`src/core/adcseq_pkg.sv`:
```
// shared constants and types of the result word and channel sequencer
package adcseq_pkg;

  // ----------------------------------------------------------------
  // result word layout
  // ----------------------------------------------------------------
  localparam int RESULT_W = 18;
  localparam int WORD_W = 24;
  localparam int TAG_W = 3;
  localparam int RAW_W_DEF = 20;
  localparam int RESULT_LSB = 6;
  localparam int RESERVED_BIT = 5;
  localparam int AUX_HIGH_BIT = 4;
  localparam int AUX_LOW_BIT = 3;
  localparam int TAG_LSB = 0;
  localparam logic [RESULT_W-1:0] RESULT_MAX = 18'h3FFFF;
  localparam logic [RESULT_W-1:0] RESULT_MIN = 18'h00000;
  localparam logic [WORD_W-1:0] WORD_RESET = 24'h000000;
  localparam logic [4:0] WRITE_BITS = 5'h08;
  localparam logic [4:0] READ_BITS = 5'h18;

  // ----------------------------------------------------------------
  // channel tags and input pin codes
  // ----------------------------------------------------------------
  localparam logic [TAG_W-1:0] TAG_CAL = 3'h7;
  localparam logic [TAG_W-1:0] TAG_D12 = 3'h4;
  localparam logic [TAG_W-1:0] TAG_D34 = 3'h5;
  localparam logic [TAG_W-1:0] TAG_D56 = 3'h6;
  localparam logic [2:0] PIN_AIN1 = 3'h0;
  localparam logic [2:0] PIN_AIN2 = 3'h1;
  localparam logic [2:0] PIN_AIN3 = 3'h2;
  localparam logic [2:0] PIN_AIN4 = 3'h3;
  localparam logic [2:0] PIN_AIN5 = 3'h4;
  localparam logic [2:0] PIN_COMMON = 3'h5;
  localparam logic [2:0] PIN_CAL_OFF = 3'h6;
  localparam logic [2:0] PIN_CAL_GAIN = 3'h7;
  localparam logic [1:0] MODE_OFFSET = 2'h1;
  localparam logic [1:0] MODE_GAIN = 2'h2;

  // ----------------------------------------------------------------
  // timing
  // ----------------------------------------------------------------
  localparam int CLK_MHZ = 250;
  localparam int SETTLE_BASE_NS = 4000;
  localparam int SETTLE_BASE_CYC = (SETTLE_BASE_NS * CLK_MHZ + 999) / 1000;

  typedef enum logic [3:0] {
    CH_P1 = 4'h0, CH_P2 = 4'h1, CH_P3 = 4'h2, CH_P4 = 4'h3, CH_P5 = 4'h4,
    CH_D12 = 4'h5, CH_D34 = 4'h6, CH_D56 = 4'h7,
    CH_COFF = 4'h8, CH_CGAIN = 4'h9
  } adcseq_chan_t;

  typedef enum logic [0:0] {
    SQ_SETTLE = 1'b0,
    SQ_SAMPLE = 1'b1
  } adcseq_seq_t;

  typedef enum logic [1:0] {
    SH_IDLE = 2'b00,
    SH_READ = 2'b01,
    SH_WRITE = 2'b10
  } adcseq_shift_t;

endpackage

```
`src/core/adcseq_shifter.sv`:
```
// serial engine: shifts the result word out, swallows ignored writes
`timescale 1ns/1ps
module adcseq_shifter
  import adcseq_pkg::*;
(
  // clock and reset
  input wire logic clk_in,
  input wire logic resetn_in,
  input wire logic enable_in,
  // requests
  input wire logic load_read_in,
  input wire logic load_write_in,
  input wire logic [WORD_W-1:0] word_in,
  input wire logic [1:0] aux_in,
  // serial clock edges, already filtered
  input wire logic sclk_fall_in,
  input wire logic sclk_rise_in,
  // serial side
  output logic dout_out,
  output logic busy_out,
  output logic done_out
);

  adcseq_shift_t state;
  logic [WORD_W-1:0] shreg;
  logic [4:0] count;
  logic first_fall;
  logic [WORD_W-1:0] with_aux;

  always_comb
  begin
    with_aux = shreg;
    if (first_fall)
    begin
      with_aux[RESERVED_BIT] = 1'b0;
      with_aux[AUX_HIGH_BIT] = aux_in[1];
      with_aux[AUX_LOW_BIT] = aux_in[0];
    end
  end

  // ----------------------------------------------------------------
  // shift engine
  // ----------------------------------------------------------------
  always_ff @(posedge clk_in or negedge resetn_in)
  begin
    if (!resetn_in)
    begin
      state <= SH_IDLE;
      shreg <= WORD_RESET;
      count <= 5'h00;
      first_fall <= 1'b0;
      dout_out <= 1'b0;
      done_out <= 1'b0;
    end
    else if (enable_in)
    begin
      done_out <= 1'b0;
      unique case (state)
        SH_IDLE:
        begin
          count <= 5'h00;
          if (load_read_in)
          begin
            shreg <= word_in;
            dout_out <= word_in[WORD_W-1];
            first_fall <= 1'b1;
            state <= SH_READ;
          end
          else if (load_write_in)
            state <= SH_WRITE;
        end
        SH_READ:
          if (sclk_fall_in)
          begin
            first_fall <= 1'b0;
            shreg <= {with_aux[WORD_W-2:0], 1'b0};
            dout_out <= with_aux[WORD_W-2];
            count <= count + 5'h01;
            if (count == READ_BITS - 5'h01)
            begin
              state <= SH_IDLE;
              done_out <= 1'b1;
            end
          end
        SH_WRITE:
          // eight bits are clocked in and dropped
          if (sclk_rise_in)
          begin
            count <= count + 5'h01;
            if (count == WRITE_BITS - 5'h01)
            begin
              state <= SH_IDLE;
              done_out <= 1'b1;
            end
          end
        default:
          state <= SH_IDLE;
      endcase
    end
  end

  always_ff @(posedge clk_in or negedge resetn_in)
  begin
    if (!resetn_in)
      busy_out <= 1'b0;
    else if (enable_in)
      busy_out <= (state == SH_IDLE) ? (load_read_in | load_write_in)
        : !(done_out == 1'b0 && ((state == SH_READ && sclk_fall_in &&
          count == READ_BITS - 5'h01) || (state == SH_WRITE &&
          sclk_rise_in && count == WRITE_BITS - 5'h01)));
  end

  aux_latch_a: assert property (@(posedge clk_in) disable iff (!resetn_in)
    (enable_in && state == SH_READ && first_fall && sclk_fall_in)
    |=> shreg[AUX_HIGH_BIT+1 -: 2] == $past(aux_in))
    else $error("aux bits not latched on first falling edge");

  write_len_a: assert property (@(posedge clk_in) disable iff (!resetn_in)
    (enable_in && state == SH_IDLE && load_write_in && !load_read_in)
    |=> state == SH_WRITE)
    else $error("write access not taken into the discard state");

endmodule

```
`src/core/adcseq_top.sv`:
```
// result word assembly, channel selection and scan sequencing
`timescale 1ns/1ps
// What this block does
// - the word leaves msb first: result 17..0, a zero, two aux bits, tag.
// - aux pins are caught on the first falling serial edge of a read.
// - tag 0..3 is input 1..4 vs 6, 4..6 the pairs 1-2 3-4 5-6, 7 cal.
// - with scan on the block steps through every available channel.
// - each scanned channel yields one result before the next one.
// - the scan set follows differential select and the cal mode bits.
// - scan waits for full settling before data ready and switching.
// - settling time follows clock rate, filter and modulator rates.
// - the open sensor test currents follow their own enable bit.
// - both excitation outputs switch together from one enable bit.
// - scan off, normal mode: pair comes from differential and select.
// - input 5 vs 6 pseudo-differential exists only while scanning.
// - scan off, mode 01 picks offset cal, 10 gain cal, else never.
// - in scan, mode 01 or 10 adds the two cal pairs as extra signal channels.
// - the result word is read only; a write still takes eight bits.
// - results are offset binary and clip at the two end codes.
module adcseq_top
  import adcseq_pkg::*;
#(
  parameter int RAW_W = RAW_W_DEF,
  parameter int SETTLE_BASE_CYCLES = SETTLE_BASE_CYC
)
(
  // clock and reset
  input wire logic clk_in,
  input wire logic resetn_in,
  input wire logic enable_in,
  // configuration bits
  input wire logic scan_enable_in,
  input wire logic differential_select_in,
  input wire logic cal_mode_bit_high_in,
  input wire logic cal_mode_bit_low_in,
  input wire logic channel_select_high_in,
  input wire logic channel_select_low_in,
  input wire logic clock_rate_in,
  input wire logic [1:0] filter_rate_select_in,
  input wire logic [1:0] modulator_rate_select_in,
  input wire logic open_sensor_test_current_enable_in,
  input wire logic excitation_current_enable_in,
  // converter samples
  input wire logic signed [RAW_W-1:0] raw_sample_in,
  input wire logic raw_valid_in,
  // serial port and command decode
  input wire logic sclk_in,
  input wire logic [1:0] aux_pins_in,
  input wire logic read_start_in,
  input wire logic write_start_in,
  // outputs
  output logic dout_out,
  output logic link_busy_out,
  output logic data_ready_n_out,
  output logic [2:0] mux_pos_out,
  output logic [2:0] mux_neg_out,
  output logic [TAG_W-1:0] source_channel_tag_out,
  output logic open_sensor_test_current_out,
  output logic excitation_output_a_out,
  output logic excitation_output_b_out
);

  initial
  begin
    if (RAW_W < RESULT_W || RAW_W > 31 || SETTLE_BASE_CYCLES < 1 ||
        SETTLE_BASE_CYCLES > 65535)
      $error("adcseq_top: unsupported parameter values");
  end

  localparam logic signed [RAW_W-1:0] SAT_HI = RAW_W'(131071);
  localparam logic signed [RAW_W-1:0] SAT_LO = -RAW_W'(131072);

  // ----------------------------------------------------------------
  // helper functions
  // ----------------------------------------------------------------
  function automatic logic [2:0] chan_pos(adcseq_chan_t c);
    unique case (c)
      CH_P1, CH_D12: chan_pos = PIN_AIN1;
      CH_P2: chan_pos = PIN_AIN2;
      CH_P3, CH_D34: chan_pos = PIN_AIN3;
      CH_P4: chan_pos = PIN_AIN4;
      CH_P5, CH_D56: chan_pos = PIN_AIN5;
      CH_COFF: chan_pos = PIN_CAL_OFF;
      default: chan_pos = PIN_CAL_GAIN;
    endcase
  endfunction

  function automatic logic [2:0] chan_neg(adcseq_chan_t c);
    unique case (c)
      CH_D12: chan_neg = PIN_AIN2;
      CH_D34: chan_neg = PIN_AIN4;
      CH_COFF: chan_neg = PIN_CAL_OFF;
      CH_CGAIN: chan_neg = PIN_CAL_GAIN;
      default: chan_neg = PIN_COMMON;
    endcase
  endfunction

  function automatic logic [TAG_W-1:0] chan_tag(adcseq_chan_t c);
    unique case (c)
      CH_D12: chan_tag = TAG_D12;
      CH_D34: chan_tag = TAG_D34;
      CH_P5, CH_D56: chan_tag = TAG_D56;
      CH_COFF, CH_CGAIN: chan_tag = TAG_CAL;
      default: chan_tag = c[TAG_W-1:0];
    endcase
  endfunction

  function automatic logic [RESULT_W-1:0] clip(logic signed [RAW_W-1:0] r);
    if (r > SAT_HI)
      clip = RESULT_MAX;
    else if (r < SAT_LO)
      clip = RESULT_MIN;
    else
      clip = {~r[RESULT_W-1], r[RESULT_W-2:0]};
  endfunction

  // ----------------------------------------------------------------
  // pin synchronisers, three stages, change needs stages two and three
  // ----------------------------------------------------------------
  logic [2:0] sync1, sync2, sync3, agreed;
  logic sclk_fall, sclk_rise;

  always_ff @(posedge clk_in or negedge resetn_in)
  begin
    if (!resetn_in)
    begin
      // serial clock idles high, avoids a false edge after reset
      sync1 <= 3'h1;
      sync2 <= 3'h1;
      sync3 <= 3'h1;
      agreed <= 3'h1;
    end
    else if (enable_in)
    begin
      sync1 <= {aux_pins_in, sclk_in};
      sync2 <= sync1;
      sync3 <= sync2;
      agreed <= (sync2 & sync3) | (agreed & (sync2 ^ sync3));
    end
  end

  assign sclk_fall = agreed[0] & ~sync2[0] & ~sync3[0];
  assign sclk_rise = ~agreed[0] & sync2[0] & sync3[0];

  // ----------------------------------------------------------------
  // channel choice
  // ----------------------------------------------------------------
  adcseq_chan_t cur_chan, want_chan, direct_chan, scan_chan;
  adcseq_seq_t state;
  logic [2:0] idx, last_idx;
  logic [1:0] mode;
  logic [23:0] timer, settle_len, since_switch;
  logic capture;

  assign mode = {cal_mode_bit_high_in, cal_mode_bit_low_in};
  assign last_idx = (differential_select_in ? 3'h2 : 3'h4) +
    ((mode == MODE_OFFSET || mode == MODE_GAIN) ? 3'h2 : 3'h0);

  always_comb
  begin
    if (mode == MODE_OFFSET)
      direct_chan = CH_COFF;
    else if (mode == MODE_GAIN)
      direct_chan = CH_CGAIN;
    // normal routing, no AIN5 pseudo here
    else if (differential_select_in)
      direct_chan = adcseq_chan_t'(4'h5 + {2'h0, channel_select_high_in &
        ~channel_select_low_in, channel_select_low_in & ~channel_select_high_in});
    else
      direct_chan = adcseq_chan_t'({2'h0, channel_select_high_in,
        channel_select_low_in});
    // cal pairs close the scan list
    if (differential_select_in)
      scan_chan = adcseq_chan_t'(4'h5 + {1'b0, idx});
    else
      scan_chan = (idx < 3'h5) ? adcseq_chan_t'({1'b0, idx})
        : adcseq_chan_t'(4'h3 + {1'b0, idx});
    want_chan = scan_enable_in ? scan_chan : direct_chan;
  end

  assign settle_len = (24'(SETTLE_BASE_CYCLES) << ({1'b0, filter_rate_select_in}
    + {2'h0, clock_rate_in})) >> modulator_rate_select_in;
  assign capture = enable_in && state == SQ_SAMPLE && raw_valid_in &&
    want_chan == cur_chan;

  // ----------------------------------------------------------------
  // sequencer
  // ----------------------------------------------------------------
  always_ff @(posedge clk_in or negedge resetn_in)
  begin
    if (!resetn_in)
    begin
      cur_chan <= CH_P1;
      state <= SQ_SETTLE;
      timer <= 24'h000000;
      idx <= 3'h0;
    end
    else if (enable_in)
    begin
      if (!scan_enable_in || idx > last_idx)
        idx <= 3'h0;
      if (want_chan != cur_chan)
      begin
        cur_chan <= want_chan;
        state <= SQ_SETTLE;
        timer <= settle_len;
      end
      else
        unique case (state)
          SQ_SETTLE:
            if (timer <= 24'h000001)
              state <= SQ_SAMPLE;
            else
              timer <= timer - 24'h000001;
          SQ_SAMPLE:
            if (raw_valid_in && scan_enable_in)
              idx <= (idx >= last_idx) ? 3'h0 : idx + 3'h1;
        endcase
    end
  end

  // ----------------------------------------------------------------
  // result word and data ready
  // ----------------------------------------------------------------
  logic [WORD_W-1:0] result_word;
  logic shift_done, read_go, write_go, reading;

  assign read_go = enable_in && read_start_in && !link_busy_out;
  assign write_go = enable_in && write_start_in && !link_busy_out;

  always_ff @(posedge clk_in or negedge resetn_in)
  begin
    if (!resetn_in)
      result_word <= WORD_RESET;
    // word assembly, aux filled during read
    else if (capture)
      result_word <= {clip(raw_sample_in), 1'b0, 2'b00, chan_tag(cur_chan)};
  end

  always_ff @(posedge clk_in or negedge resetn_in)
  begin
    if (!resetn_in)
      data_ready_n_out <= 1'b1;
    // new result wins over the read end
    else if (capture)
      data_ready_n_out <= 1'b0;
    // a write never consumes the pending result
    else if (enable_in && shift_done && reading)
      data_ready_n_out <= 1'b1;
  end

  always_ff @(posedge clk_in or negedge resetn_in)
  begin
    if (!resetn_in)
      reading <= 1'b0;
    else if (read_go)
      reading <= 1'b1;
    else if (write_go || (enable_in && shift_done))
      reading <= 1'b0;
  end

  always_ff @(posedge clk_in or negedge resetn_in)
  begin
    if (!resetn_in)
    begin
      mux_pos_out <= PIN_AIN1;
      mux_neg_out <= PIN_COMMON;
      source_channel_tag_out <= 3'h0;
      open_sensor_test_current_out <= 1'b0;
      excitation_output_a_out <= 1'b0;
      excitation_output_b_out <= 1'b0;
    end
    else if (enable_in)
    begin
      mux_pos_out <= chan_pos(cur_chan);
      mux_neg_out <= chan_neg(cur_chan);
      source_channel_tag_out <= chan_tag(cur_chan);
      open_sensor_test_current_out <= open_sensor_test_current_enable_in;
      excitation_output_a_out <= excitation_current_enable_in;
      excitation_output_b_out <= excitation_current_enable_in;
    end
  end

  adcseq_shifter i_adcseq_shifter (
    .clk_in(clk_in),
    .resetn_in(resetn_in),
    .enable_in(enable_in),
    .load_read_in(read_go),
    .load_write_in(write_go),
    .word_in(result_word),
    .aux_in(agreed[2:1]),
    .sclk_fall_in(sclk_fall),
    .sclk_rise_in(sclk_rise),
    .dout_out(dout_out),
    .busy_out(link_busy_out),
    .done_out(shift_done)
  );

  // ----------------------------------------------------------------
  // checks
  // ----------------------------------------------------------------
  always_ff @(posedge clk_in or negedge resetn_in)
  begin
    if (!resetn_in)
      since_switch <= 24'h000000;
    else if (enable_in)
      since_switch <= (want_chan != cur_chan) ? 24'h000000 :
        (since_switch == 24'hFFFFFF ? since_switch : since_switch + 24'h1);
  end

  first_bit_a: assert property (@(posedge clk_in) disable iff (!resetn_in)
    read_go |=> dout_out == $past(result_word[WORD_W-1]))
    else $error("first serial bit is not the result msb");

  tag_field_a: assert property (@(posedge clk_in) disable iff (!resetn_in)
    capture |=> result_word[RESERVED_BIT] == 1'b0 &&
    result_word[TAG_W-1:0] == chan_tag($past(cur_chan)))
    else $error("reserved bit or channel tag wrong");

  settle_wait_a: assert property (@(posedge clk_in) disable iff (!resetn_in)
    capture |-> since_switch >= settle_len - 24'h1)
    else $error("result captured before settling ended");

  scan_step_a: assert property (@(posedge clk_in) disable iff (!resetn_in)
    (capture && scan_enable_in && last_idx != 3'h0 && idx <= last_idx)
    |=> idx != $past(idx))
    else $error("scan did not advance after one result");

  cal_select_a: assert property (@(posedge clk_in) disable iff (!resetn_in)
    (enable_in && !scan_enable_in && mode == MODE_OFFSET) [*3]
    |-> mux_pos_out == PIN_CAL_OFF && mux_neg_out == PIN_CAL_OFF)
    else $error("offset calibration pair not selected");

  no_ain5_a: assert property (@(posedge clk_in) disable iff (!resetn_in)
    (enable_in && !scan_enable_in && !differential_select_in) [*3]
    |-> mux_pos_out != PIN_AIN5)
    else $error("input five selected without scanning");

  currents_a: assert property (@(posedge clk_in) disable iff (!resetn_in)
    enable_in |=> excitation_output_a_out == excitation_output_b_out &&
    open_sensor_test_current_out ==
    $past(open_sensor_test_current_enable_in))
    else $error("current source gates out of step");

  clip_high_a: assert property (@(posedge clk_in) disable iff (!resetn_in)
    (capture && raw_sample_in > SAT_HI)
    |=> result_word[WORD_W-1 -: RESULT_W] == RESULT_MAX)
    else $error("over-range input did not clip to full scale");

endmodule

```
`config.mk`:
```
export PLATFORM = sky130hd
export DESIGN_NAME = adcseq_top
export DESIGN_NICKNAME = d
export VERILOG_FILES = /design/src/core/adcseq_pkg.sv /design/src/core/adcseq_shifter.sv /design/src/core/adcseq_top.sv
export SDC_FILE = /design/constraint.sdc
export NUM_CORES = 1
export LEC_CHECK = 0
export ABC_AREA = 1
export BUFFER_PORTS_ARGS = -buffer_cell sky130_fd_sc_hd__buf_2
export CAP_MARGIN = 25
export CELL_PAD_IN_SITES_DETAIL_PLACEMENT = 0
export CELL_PAD_IN_SITES_GLOBAL_PLACEMENT = 1
export CORE_MARGIN = 8
export CORE_UTILIZATION = 40
export CTS_BUF_LIST = sky130_fd_sc_hd__clkbuf_8
export DETAILED_ROUTE_END_ITERATION = 7
export PLACE_DENSITY_LB_ADDON = 0.1
export RECOVER_POWER = 100
export SYNTH_ARGS = -nofsm -noshare
export SYNTH_HDL_FRONTEND = slang
export SYNTH_SLANG_ARGS = --single-unit
```
`constraint.sdc`:
```
create_clock -name clk_in -period 3.3 [get_ports clk_in]
set_input_delay 0 -clock clk_in [delete_from_list [all_inputs] [get_ports clk_in]]
set_output_delay 0 -clock clk_in [all_outputs]
set_load 0.01 [all_outputs]
```
==> metrics.md <==
| Metric | Value |
|---|---|
| Status | finished clean |
| Starting Density | 40.4% |
| DRT antenna net count | 0 |
| CTS tree | built |
| Pleak | 4.03 nW |
| Multiplexer share of the synthesized area | 0% |
| DR vias | ~6,000 |
| TritonCTS Sinks | 112 |
| Xor-xnor portion of the synthesized cell area | 2.41% |
| Avg Cell Area, Syn | 7.10 um^2 |
| Hold path start | scan_enable_in |
| Slew HR | 1.97% |
| Crit path max-delay cell type | dlygate4sd3_1 |
| Commonest non-fill, non-tap cell in the layout | nand2_1 |
| Clock Latency Late Sink | 390 ps |
| Max-slew violations | 0 |
| Die area | 21,800 um^2 |
| Port bufs | 56 |
| H-Tree Depth | 3 |
| Largest family of logic cells by synthesized area | simple AND/OR/NAND/NOR gates |
| Setup_tns | 0 ps |
| Root Buffer | clkbuf_8 |
| Simple-gate share of the synthesized area | around 32% |
| Clk_skew | around 14 ps |
| Crit path max fanout | 25 |
| Mapped Nets | 1,042 |
| Reg2Reg Launch Point | idx[1] |
| Synth unique cells | 39 |
| Drt total wl | 17.1 mm |
| Die Wd | 148 um |
| N_diodes | 0 |
| Fmax | 358 MHz |
| CTS Buf Count | 9 |
| Post-synthesis sequential area ratio | slightly above 40% |
| Total area of sequential cells | between 2000 and 3000 um^2 |
| # rows | 48 |
| WP data arrival | 3050 ps |
| Slew @ Worst Pin | 1470 ps |
| DP HPWL | around 12 mm |
| Crit path time final | between 2000 and 3000 ps |
| Most common cell on crit path | clkbuf_1 |
| First-pass GRT wire length | ~29 mm |
| Tot GR Track Use | between 10% and 20% |
| Most used DFF post-synth | dfrtp_1 |
| Setup CP Type | primary input to register |
| R2R Setup Slk | between 500 and 600 ps |
| Mapped Cells | 975 |
| Setup ws final | between 500 and 600 ps |
| Reg-to-reg endpoint | timer[10] |
| Most frequent cells in the layout | 330 x nand2_1, 105 x dfrtp_1, 103 x inv_1 |
| CTS clk-pin slew, worst paths | 110 ps |
| Worst Setup Start Kind | primary input |
| Final number of setup-violating endpoints | 0 |
| Compound-Gate Fraction of Synth Area | 11.2% |
| Required time of the critical path | ~3600 ps |
| WL/cell | 13.4 um |
| Post-Place Worst Slack | 670 ps |
| Largest net degree at the start of global routing | 59 |
| # hold bufs at CTS | 27 |
| FF+latch count, synth | between 100 and 150 |
| Ports | 57 |
| CTS resizes | 0 |
| Vias per cell | 4.84 |
| Vias in the first global route | 6,034 |
| Adder-Cell Fraction of Synth Area | 4.52% |
| Synth Cell Area | between 6000 and 7000 um^2 |
| Setup Buffers After CTS | 0 |
| Die extent in y | 148 um |
| Worst R2R Path Depth | 14 |
| Hold Crit Endpoint | cur_chan[3] |
| CP cell instances | dlygate4sd3_1 -> clkbuf_1 -> inv_1 -> clkbuf_1 -> clkbuf_1 -> nor3_1 -> buf_4 -> nand2_4 -> nand2_1 -> o21ai_0 |
| Placer Congestion | ~0.86 |
| GRT overflow | 0 |
| Initial antenna violation count | 0 |
| Slowest stage delay, CP | roughly 520 ps |
| Longest Clk Path Bufs | 2 |
| Hold Crit Class | primary input to register |
| DRC violations left | 0 |
| Unrepaired setup endpoints after global routing | false |
| Fin nets | 1,108 |
| Worst VDD drop | 0.292 mV |
| Tcrit/Tclk final | 84.7% |
| Share of layout cells above drive strength 1 | roughly 8.5% |
| Fill cells | around 1,800 |
| Crit path capture type | register |
| Ys async rst share | 100% |
| Maxcap violations | 0 |
| Power Dens Cells | 513 nW/um^2 |
| Area delta synth->final | 12.6% |
| Drt pass-1 iters | 5 |
| Core area | 17,100 um^2 |
| 1st-iter DRT viols | 252 |
| Multi-input gate area | 3470 um^2 |
| Final Hold Fails | 0 |
| Hold depth | 4 |
| Post-synth EDFFs | 0 |
| Yosys Warn Count | 0 |
-- through the flow --
stage | utilization, % | hold slack, ps | total power [mW] | cells | instance area [um^2]
after detailed placement | 43.1 | 131 | 3.21 | 1228 | 7370
after CTS | 45.8 | 66.4 | 4.08 | 1271 | 7830
after floorplan | - | -296 | 2.83 | 975 | 6920
final | 45.5 | 106 | 4.00 | 1271 | 7790
after global routing | 45.5 | 132 | 4.36 | 1271 | 7790
after global placement | 43.1 | 119 | 3.21 | 1228 | 7370
-- power breakdown --
group,internal [mW],switching (mW),total [mW]
sequential,1.69,0.202,1.89
combinational,0.449,0.837,1.29
clock,0.308,0.511,0.819
total,2.45,1.55,4.00
-- layout make-up --
class | instances | share of cell area, %
multi-input combinational | 714 | 44.6
clock buffer | 10 | 1.77
tap | 225 | 3.61
sequential | 112 | 36.1
inverter | 108 | 5.20
clock inverter | 6 | 0.658
timing repair buffer | 96 | 8.11
-- state kept, by name, summed over array words and instances, names as in the netlist, 4 cells and up --
name	flops
cur_chan	4
i_adcseq_shifter.count	5
timer	24
i_adcseq_shifter.shreg	23
result_word	21
-- cells in the mapped netlist (2+ instances only) --
| library cell | number | area (um^2) |
|---|---|---|
| nand3b_1 | 2 | 15.0 |
| o31ai_1 | 6 | 45.0 |
| ha_1 | 25 | 313 |
| dfrtp_1 | 105 | 2630 |
| nand4_1 | 3 | 18.8 |
| o21ai_0 | 66 | 330 |
| buf_4 | 6 | 45.0 |
| inv_2 | 6 | 22.5 |
| nand2_1 | 329 | 1230 |
| nor3_1 | 11 | 55.1 |
| dfstp_2 | 7 | 184 |
| buf_6 | 4 | 45.0 |
| a21oi_1 | 32 | 160 |
| nand3_2 | 2 | 20.0 |
| o21ai_1 | 4 | 20.0 |
| xnor2_1 | 6 | 52.6 |
| nor2_4 | 2 | 22.5 |
| o21ai_2 | 2 | 17.5 |
| o211ai_1 | 20 | 150 |
| nand3_1 | 94 | 470 |
| inv_1 | 102 | 383 |
| buf_2 | 10 | 50.1 |
| o21bai_1 | 2 | 15.0 |
| nor2_1 | 79 | 297 |
| xor2_1 | 13 | 114 |
| clkbuf_1 | 20 | 75.1 |
| or2_2 | 2 | 12.5 |
| nand2_4 | 4 | 45.0 |
-- per-layer routing --
layer / routed length (um) / GRT usage (%) / up-vias
li1: - / - / 3242
met1: 8380 / 21.3 / 2840
met2: 8070 / 27.1 / 60
met3: 426 / 3.06 / 14
met4: 178 / 3.88 / 0
met5: 0 / 0 / -
-- worst max-delay path by stage --
stage / startpoint / cells past startpoint / end
floorplan: idx[1] / 13 / result_word[16]
global placement: idx[1] / 14 / timer[14]
detailed placement: idx[1] / 14 / timer[14]
CTS: idx[1] / 14 / timer[18]
global route: idx[1] / 14 / timer[10]
finish: enable_in / 10 / result_word[1]
-- logic make-up after synthesis --
kind of cell / Yosys count
AO/OA/AOI/OAI: 137
XOR/XNOR: 19
adder cells (fa/ha/maj): 25
buffers and inverters: 149
flip-flops: 112
AND/OR/NAND/NOR: 533
-- critical path, delay by kind of cell --
kind	cells	cell delay, ps
AO/OA/AOI/OAI	1	90
AND/OR/NAND/NOR	3	720
buffers and inverters	6	2240
Note: power is estimated with default switching activity, not from simulation.
